[src/hdl/pdm_pkg.sv]
// Purpose: shared constants and types of the process-data image mapper
// Assumes: 32-bit words, 16-bit object indices, 8-bit subindices
// Notes:   master register map is byte addressed, one word per register
package pdm_pkg;

  // widths and sizes
  localparam int PDM_WORD_W = 32;
  localparam int PDM_IDX_W = 16;
  localparam int PDM_SUB_W = 8;
  localparam int PDM_MEAS_N = 54;

  // object directory indices
  localparam logic [15:0] PDM_OBJ_MAP = 16'h1A00;
  localparam logic [15:0] PDM_OBJ_ENABLE = 16'h21B0;
  localparam logic [15:0] PDM_OBJ_ASSIGN = 16'h1C13;
  localparam logic [15:0] PDM_OBJ_MEAS = 16'h6065;
  localparam logic [7:0] PDM_MEAS_LEN = 8'h20;
  localparam logic [7:0] PDM_ASSIGN_CNT = 8'h01;
  localparam logic [7:0] PDM_SUB_ONE = 8'h01;
  localparam logic [7:0] PDM_SUB_TWO = 8'h02;

  // values after reset
  localparam logic PDM_EN_RST = 1'b1;

  // master register byte offsets
  localparam logic [7:0] PDM_REG_CTRL = 8'h00;
  localparam logic [7:0] PDM_REG_SDO_ADDR = 8'h04;
  localparam logic [7:0] PDM_REG_SDO_WDATA = 8'h08;
  localparam logic [7:0] PDM_REG_SDO_GO = 8'h0C;
  localparam logic [7:0] PDM_REG_STATUS = 8'h10;
  localparam logic [7:0] PDM_REG_SDO_RDATA = 8'h14;
  localparam logic [7:0] PDM_REG_PD_COUNT = 8'h18;
  localparam logic [7:0] PDM_REG_PD_SEL = 8'h1C;
  localparam logic [7:0] PDM_REG_PD_DATA = 8'h20;

  // field positions
  localparam int PDM_CTRL_CYC_BIT = 8;
  localparam int PDM_ST_BUSY_BIT = 0;
  localparam int PDM_ST_ERR_BIT = 1;
  localparam int PDM_ST_STALE_BIT = 2;
  localparam int PDM_ST_PD_BIT = 3;

  // bus responses
  localparam logic [1:0] PDM_RESP_OKAY = 2'h0;
  localparam logic [1:0] PDM_RESP_SLVERR = 2'h2;

  // slave states and service operations
  typedef enum logic [1:0] {AL_INIT, AL_PREOP, AL_SAFEOP, AL_OP} pdm_al_t;
  typedef enum logic [1:0] {OP_READ, OP_WRITE, OP_LIST, OP_DESC} pdm_op_t;

  // one mapping entry: index, subindex, length in bits
  function automatic logic [31:0] pdm_map_entry(input logic [7:0] sub);
    return {PDM_OBJ_MEAS, sub, PDM_MEAS_LEN};
  endfunction

  // byte-lane merge of a bus write
  function automatic logic [31:0] pdm_apply_strb(input logic [31:0] old,
                                                 input logic [31:0] nw,
                                                 input logic [3:0] strb);
    logic [31:0] res;
    res = old;
    for (int b = 0; b < 4; b++) begin
      if (strb[b]) begin
        res[b*8 +: 8] = nw[b*8 +: 8];
      end
    end
    return res;
  endfunction

endpackage

[src/hdl/pdm_link_if.sv]
// Purpose: link between fieldbus master end and sensor device end
// Assumes: both ends on ref_clk
// Notes:   each signal has exactly one driving end
`timescale 1ns/1ps
interface pdm_link_if #(
  parameter int MEAS_N = pdm_pkg::PDM_MEAS_N
) ();
  import pdm_pkg::*;
  localparam int CNT_W = $clog2(MEAS_N + 1);

  // master to device
  pdm_al_t al_state;
  logic cycle_strobe;
  logic sdo_req_valid;
  pdm_op_t sdo_op;
  logic [PDM_IDX_W-1:0] sdo_index;
  logic [PDM_SUB_W-1:0] sdo_sub;
  logic [PDM_WORD_W-1:0] sdo_wdata;
  // device to master
  logic sdo_rsp_valid;
  logic sdo_rsp_err;
  logic [PDM_WORD_W-1:0] sdo_rdata;
  logic input_sync_channel_valid;
  logic [CNT_W-1:0] input_sync_channel_count;
  logic [PDM_WORD_W-1:0] input_sync_channel_img [0:MEAS_N-1];

  modport device (
    input al_state, cycle_strobe, sdo_req_valid, sdo_op, sdo_index,
    input sdo_sub, sdo_wdata,
    output sdo_rsp_valid, sdo_rsp_err, sdo_rdata,
    output input_sync_channel_valid, input_sync_channel_count,
    output input_sync_channel_img
  );

  modport master (
    output al_state, cycle_strobe, sdo_req_valid, sdo_op, sdo_index,
    output sdo_sub, sdo_wdata,
    input sdo_rsp_valid, sdo_rsp_err, sdo_rdata,
    input input_sync_channel_valid, input_sync_channel_count,
    input input_sync_channel_img
  );
endinterface

[src/hdl/pdm_master.sv]
// Purpose: fieldbus master end; software drives it over AXI4-Lite
// Assumes: software sets the slave state and triggers cycles
// Notes:   one service request in flight; a new go while busy is
//          ignored and only shows as the busy bit
`timescale 1ns/1ps
module pdm_master
  import pdm_pkg::*;
#(
  parameter int MEAS_N = PDM_MEAS_N,
  parameter int ADDR_W = 8
) (
  // clock and reset
  input wire logic ref_clk,
  input wire logic reset_n,
  // axi4-lite write channels
  input wire logic [ADDR_W-1:0] awaddr,
  input wire logic awvalid,
  output logic awready,
  input wire logic [31:0] wdata,
  input wire logic [3:0] wstrb,
  input wire logic wvalid,
  output logic wready,
  output logic [1:0] bresp,
  output logic bvalid,
  input wire logic bready,
  // axi4-lite read channels
  input wire logic [ADDR_W-1:0] araddr,
  input wire logic arvalid,
  output logic arready,
  output logic [31:0] rdata,
  output logic [1:0] rresp,
  output logic rvalid,
  input wire logic rready,
  // link to the device
  pdm_link_if.master lnk
);

  localparam int CNT_W = $clog2(MEAS_N + 1);
  localparam int SEL_W = $clog2(MEAS_N);

  logic aw_got_r;
  logic w_got_r;
  logic [7:0] aw_addr_r;
  logic [31:0] w_data_r;
  logic [3:0] w_strb_r;
  logic [31:0] sdo_addr_r;
  logic [31:0] sdo_wr_r;
  logic [31:0] sdo_rd_r;
  logic [SEL_W-1:0] pd_sel_r;
  logic [CNT_W-1:0] pd_cnt_r;
  logic [31:0] pd_img_r [0:MEAS_N-1];
  logic err_r;
  logic stale_r;
  logic pd_new_r;
  logic do_wr;
  logic wr_known;
  logic go;
  logic blocked;
  logic rd_known;
  logic [31:0] rd_mux;

  // write decode once both address and data are held
  assign do_wr = aw_got_r && w_got_r && !bvalid;
  assign wr_known = (aw_addr_r == PDM_REG_CTRL) ||
                    (aw_addr_r == PDM_REG_SDO_ADDR) ||
                    (aw_addr_r == PDM_REG_SDO_WDATA) ||
                    (aw_addr_r == PDM_REG_SDO_GO) ||
                    (aw_addr_r == PDM_REG_STATUS) ||
                    (aw_addr_r == PDM_REG_PD_SEL);
  assign go = do_wr && (aw_addr_r == PDM_REG_SDO_GO) && !lnk.sdo_req_valid;
  assign blocked = (pdm_op_t'(sdo_addr_r[1:0]) == OP_WRITE) &&
                   (sdo_addr_r[31:16] == PDM_OBJ_ENABLE) &&
                   (lnk.al_state != AL_PREOP);

  // write channels: address and data taken in either order
  always_ff @(posedge ref_clk or negedge reset_n) begin
    if (!reset_n) begin
      awready <= 1'b1;
      wready <= 1'b1;
      bvalid <= 1'b0;
      bresp <= PDM_RESP_OKAY;
      aw_got_r <= 1'b0;
      w_got_r <= 1'b0;
      aw_addr_r <= '0;
      w_data_r <= '0;
      w_strb_r <= '0;
    end else begin
      if (awvalid && awready) begin
        aw_got_r <= 1'b1;
        aw_addr_r <= 8'(awaddr);
        awready <= 1'b0;
      end
      if (wvalid && wready) begin
        w_got_r <= 1'b1;
        w_data_r <= wdata;
        w_strb_r <= wstrb;
        wready <= 1'b0;
      end
      if (do_wr) begin
        bvalid <= 1'b1;
        bresp <= wr_known ? PDM_RESP_OKAY : PDM_RESP_SLVERR;
      end
      if (bvalid && bready) begin
        bvalid <= 1'b0;
        aw_got_r <= 1'b0;
        w_got_r <= 1'b0;
        awready <= 1'b1;
        wready <= 1'b1;
      end
    end
  end

  // software registers, slave state and cycle trigger
  always_ff @(posedge ref_clk or negedge reset_n) begin
    if (!reset_n) begin
      lnk.al_state <= AL_INIT;
      lnk.cycle_strobe <= 1'b0;
      sdo_addr_r <= '0;
      sdo_wr_r <= '0;
      pd_sel_r <= '0;
    end else begin
      lnk.cycle_strobe <= do_wr && (aw_addr_r == PDM_REG_CTRL) &&
                          w_strb_r[1] && w_data_r[PDM_CTRL_CYC_BIT];
      if (do_wr) begin
        case (aw_addr_r)
          PDM_REG_CTRL: if (w_strb_r[0]) begin
            lnk.al_state <= pdm_al_t'(w_data_r[1:0]);
          end
          PDM_REG_SDO_ADDR: begin
            sdo_addr_r <= pdm_apply_strb(sdo_addr_r, w_data_r, w_strb_r);
          end
          PDM_REG_SDO_WDATA: begin
            sdo_wr_r <= pdm_apply_strb(sdo_wr_r, w_data_r, w_strb_r);
          end
          PDM_REG_PD_SEL: if (w_strb_r[0]) begin
            pd_sel_r <= w_data_r[SEL_W-1:0];
          end
          default: ;
        endcase
      end
    end
  end

  // service request, held until the device answers
  always_ff @(posedge ref_clk or negedge reset_n) begin
    if (!reset_n) begin
      lnk.sdo_req_valid <= 1'b0;
      lnk.sdo_op <= OP_READ;
      lnk.sdo_index <= '0;
      lnk.sdo_sub <= '0;
      lnk.sdo_wdata <= '0;
      sdo_rd_r <= '0;
      err_r <= 1'b0;
      stale_r <= 1'b0;
    end else begin
      if (go && blocked) begin
        err_r <= 1'b1;
      end else if (go) begin
        lnk.sdo_req_valid <= 1'b1;
        lnk.sdo_op <= pdm_op_t'(sdo_addr_r[1:0]);
        lnk.sdo_index <= sdo_addr_r[31:16];
        lnk.sdo_sub <= sdo_addr_r[15:8];
        lnk.sdo_wdata <= sdo_wr_r;
        err_r <= 1'b0;
      end
      if (lnk.sdo_rsp_valid) begin
        lnk.sdo_req_valid <= 1'b0;
        sdo_rd_r <= lnk.sdo_rdata;
        err_r <= lnk.sdo_rsp_err;
        if (!lnk.sdo_rsp_err && (lnk.sdo_op == OP_WRITE) &&
            (lnk.sdo_index == PDM_OBJ_ENABLE)) begin
          stale_r <= 1'b1;
        end else if (!lnk.sdo_rsp_err && (lnk.sdo_op == OP_READ) &&
                     (lnk.sdo_index == PDM_OBJ_MAP) &&
                     (lnk.sdo_sub == '0)) begin
          stale_r <= 1'b0;
        end
      end
    end
  end

  // image copy; a new image wins over a clear in the same cycle
  always_ff @(posedge ref_clk or negedge reset_n) begin
    if (!reset_n) begin
      pd_new_r <= 1'b0;
      pd_cnt_r <= '0;
      for (int k = 0; k < MEAS_N; k++) begin
        pd_img_r[k] <= '0;
      end
    end else if (lnk.input_sync_channel_valid) begin
      pd_new_r <= 1'b1;
      pd_cnt_r <= lnk.input_sync_channel_count;
      for (int k = 0; k < MEAS_N; k++) begin
        pd_img_r[k] <= lnk.input_sync_channel_img[k];
      end
    end else if (do_wr && (aw_addr_r == PDM_REG_STATUS) && w_strb_r[0] &&
                 w_data_r[PDM_ST_PD_BIT]) begin
      pd_new_r <= 1'b0;
    end
  end

  // read decode
  always_comb begin
    rd_mux = '0;
    rd_known = 1'b1;
    case (8'(araddr))
      PDM_REG_CTRL: rd_mux[1:0] = lnk.al_state;
      PDM_REG_SDO_ADDR: rd_mux = sdo_addr_r;
      PDM_REG_SDO_WDATA: rd_mux = sdo_wr_r;
      PDM_REG_STATUS: begin
        rd_mux[PDM_ST_BUSY_BIT] = lnk.sdo_req_valid;
        rd_mux[PDM_ST_ERR_BIT] = err_r;
        rd_mux[PDM_ST_STALE_BIT] = stale_r;
        rd_mux[PDM_ST_PD_BIT] = pd_new_r;
      end
      PDM_REG_SDO_RDATA: rd_mux = sdo_rd_r;
      PDM_REG_PD_COUNT: rd_mux = 32'(pd_cnt_r);
      PDM_REG_PD_SEL: rd_mux = 32'(pd_sel_r);
      PDM_REG_PD_DATA: begin
        if ({1'b0, pd_sel_r} < (SEL_W+1)'(MEAS_N)) begin
          rd_mux = pd_img_r[pd_sel_r];
        end
      end
      default: rd_known = 1'b0;
    endcase
  end

  // read channels, answer one cycle after the address is taken
  always_ff @(posedge ref_clk or negedge reset_n) begin
    if (!reset_n) begin
      arready <= 1'b1;
      rvalid <= 1'b0;
      rdata <= '0;
      rresp <= PDM_RESP_OKAY;
    end else if (arvalid && arready) begin
      arready <= 1'b0;
      rvalid <= 1'b1;
      rdata <= rd_mux;
      rresp <= rd_known ? PDM_RESP_OKAY : PDM_RESP_SLVERR;
    end else if (rvalid && rready) begin
      rvalid <= 1'b0;
      arready <= 1'b1;
    end
  end

endmodule // pdm_master

[src/flat_wrapper.sv]
// flat-port wrapper written by rule: the top's interface ports become plain ports
module pdm_master_flat import pdm_pkg::*;
#(
  parameter int MEAS_N = PDM_MEAS_N,
  parameter int ADDR_W = 8
)
  (ref_clk, reset_n, awaddr, awvalid, awready, wdata, wstrb, wvalid, wready, bresp, bvalid, bready, araddr, arvalid, arready, rdata, rresp, rvalid, rready, lnk_al_state, lnk_cycle_strobe, lnk_sdo_req_valid, lnk_sdo_op, lnk_sdo_index, lnk_sdo_sub, lnk_sdo_wdata, lnk_sdo_rsp_valid, lnk_sdo_rsp_err, lnk_sdo_rdata, lnk_input_sync_channel_valid, lnk_input_sync_channel_count, lnk_input_sync_channel_img);
  pdm_link_if #(.MEAS_N(MEAS_N)) lnk_i ();
  input wire logic ref_clk;
  input wire logic reset_n;
  input wire logic [ADDR_W-1:0] awaddr;
  input wire logic awvalid;
  output logic awready;
  input wire logic [31:0] wdata;
  input wire logic [3:0] wstrb;
  input wire logic wvalid;
  output logic wready;
  output logic [1:0] bresp;
  output logic bvalid;
  input wire logic bready;
  input wire logic [ADDR_W-1:0] araddr;
  input wire logic arvalid;
  output logic arready;
  output logic [31:0] rdata;
  output logic [1:0] rresp;
  output logic rvalid;
  input wire logic rready;
  output wire logic [$bits(lnk_i.al_state)-1:0] lnk_al_state;
  output wire logic [$bits(lnk_i.cycle_strobe)-1:0] lnk_cycle_strobe;
  output wire logic [$bits(lnk_i.sdo_req_valid)-1:0] lnk_sdo_req_valid;
  output wire logic [$bits(lnk_i.sdo_op)-1:0] lnk_sdo_op;
  output wire logic [$bits(lnk_i.sdo_index)-1:0] lnk_sdo_index;
  output wire logic [$bits(lnk_i.sdo_sub)-1:0] lnk_sdo_sub;
  output wire logic [$bits(lnk_i.sdo_wdata)-1:0] lnk_sdo_wdata;
  input wire logic [$bits(lnk_i.sdo_rsp_valid)-1:0] lnk_sdo_rsp_valid;
  input wire logic [$bits(lnk_i.sdo_rsp_err)-1:0] lnk_sdo_rsp_err;
  input wire logic [$bits(lnk_i.sdo_rdata)-1:0] lnk_sdo_rdata;
  input wire logic [$bits(lnk_i.input_sync_channel_valid)-1:0] lnk_input_sync_channel_valid;
  input wire logic [$bits(lnk_i.input_sync_channel_count)-1:0] lnk_input_sync_channel_count;
  input wire logic [$bits(lnk_i.input_sync_channel_img)-1:0] lnk_input_sync_channel_img;
  assign lnk_al_state = lnk_i.al_state;
  assign lnk_cycle_strobe = lnk_i.cycle_strobe;
  assign lnk_sdo_req_valid = lnk_i.sdo_req_valid;
  assign lnk_sdo_op = lnk_i.sdo_op;
  assign lnk_sdo_index = lnk_i.sdo_index;
  assign lnk_sdo_sub = lnk_i.sdo_sub;
  assign lnk_sdo_wdata = lnk_i.sdo_wdata;
  assign lnk_i.sdo_rsp_valid = lnk_sdo_rsp_valid;
  assign lnk_i.sdo_rsp_err = lnk_sdo_rsp_err;
  assign lnk_i.sdo_rdata = lnk_sdo_rdata;
  assign lnk_i.input_sync_channel_valid = lnk_input_sync_channel_valid;
  assign lnk_i.input_sync_channel_count = lnk_input_sync_channel_count;
  assign lnk_i.input_sync_channel_img = {>>{lnk_input_sync_channel_img}};
  pdm_master #(.MEAS_N(MEAS_N), .ADDR_W(ADDR_W)) u_core (.ref_clk(ref_clk), .reset_n(reset_n), .awaddr(awaddr), .awvalid(awvalid), .awready(awready), .wdata(wdata), .wstrb(wstrb), .wvalid(wvalid), .wready(wready), .bresp(bresp), .bvalid(bvalid), .bready(bready), .araddr(araddr), .arvalid(arvalid), .arready(arready), .rdata(rdata), .rresp(rresp), .rvalid(rvalid), .rready(rready), .lnk(lnk_i));
endmodule
[config.mk]
export PLATFORM = sky130hd
export DESIGN_NAME = pdm_master_flat
export DESIGN_NICKNAME = d
export VERILOG_FILES = /design/src/hdl/pdm_pkg.sv /design/src/hdl/pdm_link_if.sv /design/src/hdl/pdm_master.sv /design/src/flat_wrapper.sv
export SDC_FILE = /design/constraint.sdc
export NUM_CORES = 2
export LEC_CHECK = 0
export BUFFER_PORTS_ARGS = -buffer_cell sky130_fd_sc_hd__buf_4
export CORE_AREA = 2 2 756 758
export DETAILED_ROUTE_END_ITERATION = 6
export DIE_AREA = 0 0 758 760
export MAX_ROUTING_LAYER = met4
export SLEW_MARGIN = 5
export SYNTH_ARGS = -nofsm -noshare
export SYNTH_HDL_FRONTEND = slang
export SYNTH_SLANG_ARGS = --single-unit
[constraint.sdc]
create_clock -name ref_clk -period 3.05 [get_ports ref_clk]
set_clock_uncertainty 0.05 [all_clocks]
set_input_delay 0.305 -clock ref_clk [delete_from_list [all_inputs] [get_ports ref_clk]]
set_output_delay 0.305 -clock ref_clk [all_outputs]
set_load 0.02 [all_outputs]
After elaboration in Yosys (flattened, before gate mapping). Cells that the tools add are included.

Register bits after elaboration: 1988. Bits in latches: 0. Bits in writable memories: 0. ROM bits: 0. Input bits: 1828. Output and inout port bits: 103. Word-level logic and storage cells: 202. Memories: 0.

Add/sub/neg operators: 0. Multiply operators: 0. Div/mod/pow operators: 0. Magnitude comparators: 2. Eq/ne operators: 19. Shift-type cells: 0. Multiplexer cells: 34. Bitwise operators: 2. Reductions and logical operators: 57.

Operators by type and width (count): 32-bit binary-select mux with 6-bit select (1); 28-bit one-hot mux with 6 select lines (1); 32-bit two-way mux (3); 8-bit by 5-bit == test with 1-bit output, second input constant (6); 16-bit by 14-bit == test with 1-bit output, second input constant (2); 3-bit AND reduction (10); 1-bit two-way mux (25); 8-bit by 4-bit == test with 1-bit output, second input constant (3); 8-bit logical NOT (3); 1-bit logical AND (23); 16-bit by 13-bit == test with 1-bit output, second input constant (1); 8-bit by 3-bit == test with 1-bit output, second input constant (2); 2-bit one-hot mux with 8 select lines (1); 2-bit one-hot mux with 7 select lines (1); 2-bit nonzero test (7); 8-bit by 6-bit == test with 1-bit output, second input constant (1); 8-bit OR reduction (1); 7-bit greater-or-equal comparator, second input constant (1); 6-bit inverter with 7-bit output (1); 6-bit < comparator, second input constant (1); 2-bit AND reduction (3); 1-bit logical OR (5); 2-bit by 1-bit == test with 1-bit output, second input constant (2); 2-bit two-way mux (2); 6 further kinds (8).

Depth between registers and ports, before layout.
Depth after elaboration: 7. Gate-level depth with buffers: 12. Depth with buffers taken out: 6.

Least setup slack after synthesis. Ideal clock, no wire load.

Kind: register to register. Start: register u_core.aw_addr_r[0]. End: register u_core.lnk.sdo_index[0]. Library setup time: 125 ps. Data arrival time: 2238 ps. Data required time: 2875 ps. Slack: 637 ps. Cell stages (with the launch flop): 8. Path buffers: 2. Path through: dfrtp_1 or4_4 nor3_2 nand2b_1 or4_1 buf_2 buf_6 mux2_4.

Longest elaborated chain between the ends: 6.

Ends and longest elaborated chain: start, declared (line pdm_master.sv:43) `logic [7:0] aw_addr_r;`; start signal, assigned (line pdm_master.sv:90) `aw_addr_r <= 8'(awaddr);`; 8-bit by 4-bit == test with 1-bit output * (line pdm_master.sv:70) `assign go = do_wr && (aw_addr_r == PDM_REG_SDO_GO) && !lnk.sdo_req_valid;`; 1-bit logical AND * (2 in a row) (line pdm_master.sv:70); 1-bit logical AND (line pdm_master.sv:156) `if (go && blocked) begin`; 1-bit inverter (no line); 2-bit AND reduction (no line) *; end signal, assigned (line pdm_master.sv:161) `lnk.sdo_index <= sdo_addr_r[31:16];`; end, declared (line pdm_link_if.sv:36) `output al_state, cycle_strobe, sdo_req_valid, sdo_op, sdo_index,`.

Mark *: on every way between the ends. The rest lies on a longest branch, timed or not. A chain may end at the register's enable or synchronous reset.

Worst setup path after layout.
Start: register u_core.pd_sel_r[0]. End: register u_core.rdata[0].

Longest elaborated chain between the ends: 6. Elaborated cells between the ends (all ways): 7. Those cells by class: 1 x order compare; 5 x mux; 1 x bitwise.

Ends and longest elaborated chain: start, declared (line pdm_master.sv:49) `logic [SEL_W-1:0] pd_sel_r;`; start signal, assigned (line pdm_master.sv:136) `pd_sel_r <= w_data_r[SEL_W-1:0];`; 6-bit inverter with 7-bit output (not written as such) (line pdm_master.sv:221) `rd_mux = pd_img_r[pd_sel_r];`; 32-bit binary-select mux with 6-bit select (line pdm_master.sv:221); 32-bit two-way mux (not written as such) (2 in a row) (line pdm_master.sv:221); 32-bit two-way mux (line pdm_master.sv:220) `if ({1'b0, pd_sel_r} < (SEL_W+1)'(MEAS_N)) begin`; 2-bit one-hot mux with 8 select lines * (line pdm_master.sv:206) `case (8'(araddr))`; end signal, assigned (line pdm_master.sv:238) `rdata <= rd_mux;`; end, declared (line pdm_master.sv:30) `output logic [31:0] rdata,`.

Mark *: on every way between the ends. The rest lies on a longest branch, timed or not. The select of a mux whose other input is x is not followed.

==> results.toml <==
[status]
status = "finished with violations"
violations = "negative setup slack"

[setup_path]
crit_end = "u_core.rdata[0]"
startpoint = "u_core.pd_sel_r[0]"
rr_worst_depth = 11
reg2reg_setup_slack_ns = -0.15
slowest_stage = "mux4_2"
reg2reg_to = "u_core.rdata[0]"
worst-path-stages = 11
r2r_start = "u_core.pd_sel_r[0]"
path_class = "register to register"
crit_chain = "buf_6 -> buf_16 -> mux4_2 -> buf_12 -> mux2i_1 -> nand3_1 -> a31oi_4 -> buf_6 -> a311oi_4 -> buf_4 -> a221o_1"
start_kind = "register"
path_delay_family = "buffers and inverters"
worstPathArrival_ns = 3.96
endpoint_kind = "register"
crit_path_frequent_cell = "buf_6"
worstPathRequired_ns = 3.81
cp_max_fo = 4
cpPeakStageDelay_ns = 0.60
crit_buf_inv = 5

[clocking]
htreeDepth = 4
cts_sinks = 1986
worstSkewPairLatency_ns = 0.99
cts_tree = "yes"
cts-root-buf = "clkbuf_16"
clk_path_buf_depth = 4
path_clk_slew_ns = 0.07
cts_made_buffers = 244

[cells_and_area]
nets = 12379
design_area_mm2 = 0.152
layout_common_cells = "2,399 x buf_4, 2,303 x dlygate4sd3_1, 1,977 x dfrtp_1, 1,896 x mux2_2, 324 x mux4_2"
nFillCells = 57705
fin_cells = 18759
final_common_cell = "buf_4"
drive_gt1_share_pct = 51.3
syn_to_final_growth_pct = 71.9
fin_util_pct = 26.8

[route]
routedWlPerCell_um = 34.4
vias_per_cell = 4.05
routed.top_layer = "met4"
wl_met1_um = 260000
dr.pass1.iters = 6
drcViolationCount = 0
drt_wl_total_um = 645000
wl_met3_um = 54500
num_vias = 76041
antenna_left = 0
dr_wl_met2_um = 298000
drt-initial-drc-count = 5717

[floorplanning]
die_h_um = 760
dieArea_mm2 = 0.576
core-area_mm2 = 0.568
initial_core_util_pct = 15.6
ios = 1931
die_w_um = 758
rows = 277

[flow_run]
cap_violations = 0

[global_route]
antenna_found_initial = 682
first_global_vias = 80367
grt_max_degree = 138
grt.total_usage_pct = 22.2
overflow = 0
grt_first_pass_wirelength_um = 812000

[synthesis]
synth_edf_count = 0
synth-async-reset-ratio_pct = 100
ys_ff_latch = 1986
syn_inst = 5812
synth_warnings = 0
ys.flop_type = "dfrtp_1"
yosysSeqAreaShare_pct = 56.1
yosysUniqueCellTypes = 69
syn_area_mm2 = 0.0887
syn_avg_cell_area_um2 = 15.3

[sta]
slew_headroom_pct = 10.7
min_period_ns = 3.20
fin_ws_ns = -0.150
hold_viol_final = 0
setup_tns_ns = -0.606
worst_slew_pin_slew_ns = 1.33
slew_violations = 0
finalSetupViolations = 9
period_share_pct = 105
max_freq_mhz = 313
rsz0062_at_grt = "yes"

[placed_design]
portBuffers = 1928
gp_congestion = 0.940
place_area_mm2 = 0.117
numPlacedInstances = 15451
dp_hpwl_um = 528000

[power]
ir_worst_vdd_mv = 0.562
power.density_mw_per_mm2 = 542
leakage_uw = 0.0629

[worst_hold_path]
holdCritPathClass = "input port to register"
## registers in the layout, summed over array words and instances, names as in the netlist, 16 cells and up
| name | count |
|---|---|
| u_core.lnk.sdo_wdata | 32 |
| u_core.pd_img_r | 1728 |
| u_core.rdata | 32 |
| u_core.lnk.sdo_index | 16 |
| u_core.w_data_r | 32 |
| u_core.sdo_addr_r | 32 |
| u_core.sdo_rd_r | 32 |
| u_core.sdo_wr_r | 32 |
## synthesized netlist by cell type (17+ instances only)
cell | count | area (um2)
nor3_1 | 17 | 85.1
buf_4 | 29 | 218
o22ai_1 | 66 | 413
mux2i_1 | 289 | 2890
a31oi_1 | 27 | 169
clkbuf_1 | 265 | 995
dfrtp_1 | 1983 | 49600
mux2_4 | 58 | 871
buf_1 | 36 | 135
a22oi_1 | 65 | 488
nand2_1 | 153 | 574
nand3_1 | 66 | 330
mux2_2 | 1900 | 21400
buf_2 | 70 | 350
mux4_2 | 324 | 7300
o21ai_0 | 88 | 440
a21oi_1 | 95 | 475
nor2_1 | 82 | 308
## worst min path at each step
stage,depth (start not counted),startpoint,to
after global placement,1,reset_n,u_core.w_got_r
after CTS,3,lnk_input_sync_channel_img[813],u_core.pd_img_r[813]
after floorplan,0,reset_n,u_core.aw_addr_r[0]
after global routing,3,lnk_input_sync_channel_img[759],u_core.pd_img_r[759]
after detailed placement,1,reset_n,u_core.w_got_r
final,3,lnk_input_sync_channel_img[1705],u_core.pd_img_r[1705]
## what timing repair did
item | CTS | global route
buffers inserted | 47 | 38
hold buffers | 2304 | 0
gates resized for setup | 266 | 81
cloned | 9 | 0
hold endpoints to repair | 3177 | 0
endpoints found under the setup margin | 32 | 31
pin swaps | 41 | 37
## power breakdown
group | leakage (uW) | internal (uW) | switching, uW | total (uW)
registers | 0.0235 | 29400 | 2660 | 32000
clock network | 0.00409 | 17900 | 13200 | 31100
logic | 0.0353 | 9600 | 9940 | 19500
total | 0.0629 | 56800 | 25800 | 82600
## final cells by class
type,instances,area (um2),share of cell area (%)
Sequential cell,1986,49700,32.6
Timing Repair Buffer,4899,44800,29.4
Multi-Input combinational cell,3411,38800,25.5
Tap cell,7533,9430,6.18
Clock buffer,340,6960,4.56
Clock inverter,108,1450,0.949
Antenna cell,473,1180,0.777
Inverter,9,43.8,0.0287
## layer usage
metal | GRT usage (%) | vias to the layer above
met4 | 9.37 | 0
met1 | 26.2 | 39255
met5 | - | -
met2 | 34.9 | 3777
li1 | - | 31890
met3 | 6.87 | 1119
## worst reg2reg max path, stage by stage (launching register included)
cell	delay [ns]
dfrtp_4	0.46
buf_6	0.19
buf_16	0.18
mux4_2	0.63
buf_12	0.19
mux2i_1	0.15
nand3_1	0.14
a31oi_4	0.37
buf_6	0.17
a311oi_4	0.07
buf_4	0.18
a221o_1	0.25
## kinds of logic (layout without fill, tap and decap cells)
family / after synthesis / after routing / share of synthesized area, %
xor+xnor: 1 / 1 / 0.00988
buf+inv: 416 / 5356 / 2.04
other cells: 1 / 475 / 0.00423
compound gates: 427 / 427 / 3.08
mux: 2571 / 2571 / 36.6
flops: 1986 / 1986 / 56.1
simple gates: 410 / 410 / 2.19
## per-stage QoR
| stage | hold slack, ns | setup slack [ns] | power (uW) |
|---|---|---|---|
| floorplan | -0.0406 | 0.637 | 37400 |
| global placement | 0.188 | -1.05 | 47900 |
| detailed placement | 0.186 | -0.983 | 48100 |
| CTS | 0.0000303 | -0.249 | 83300 |
| global route | 0.0309 | -0.218 | 85500 |
| finish | 0.0713 | -0.150 | 82600 |
(Power assumes the default switching activity.)
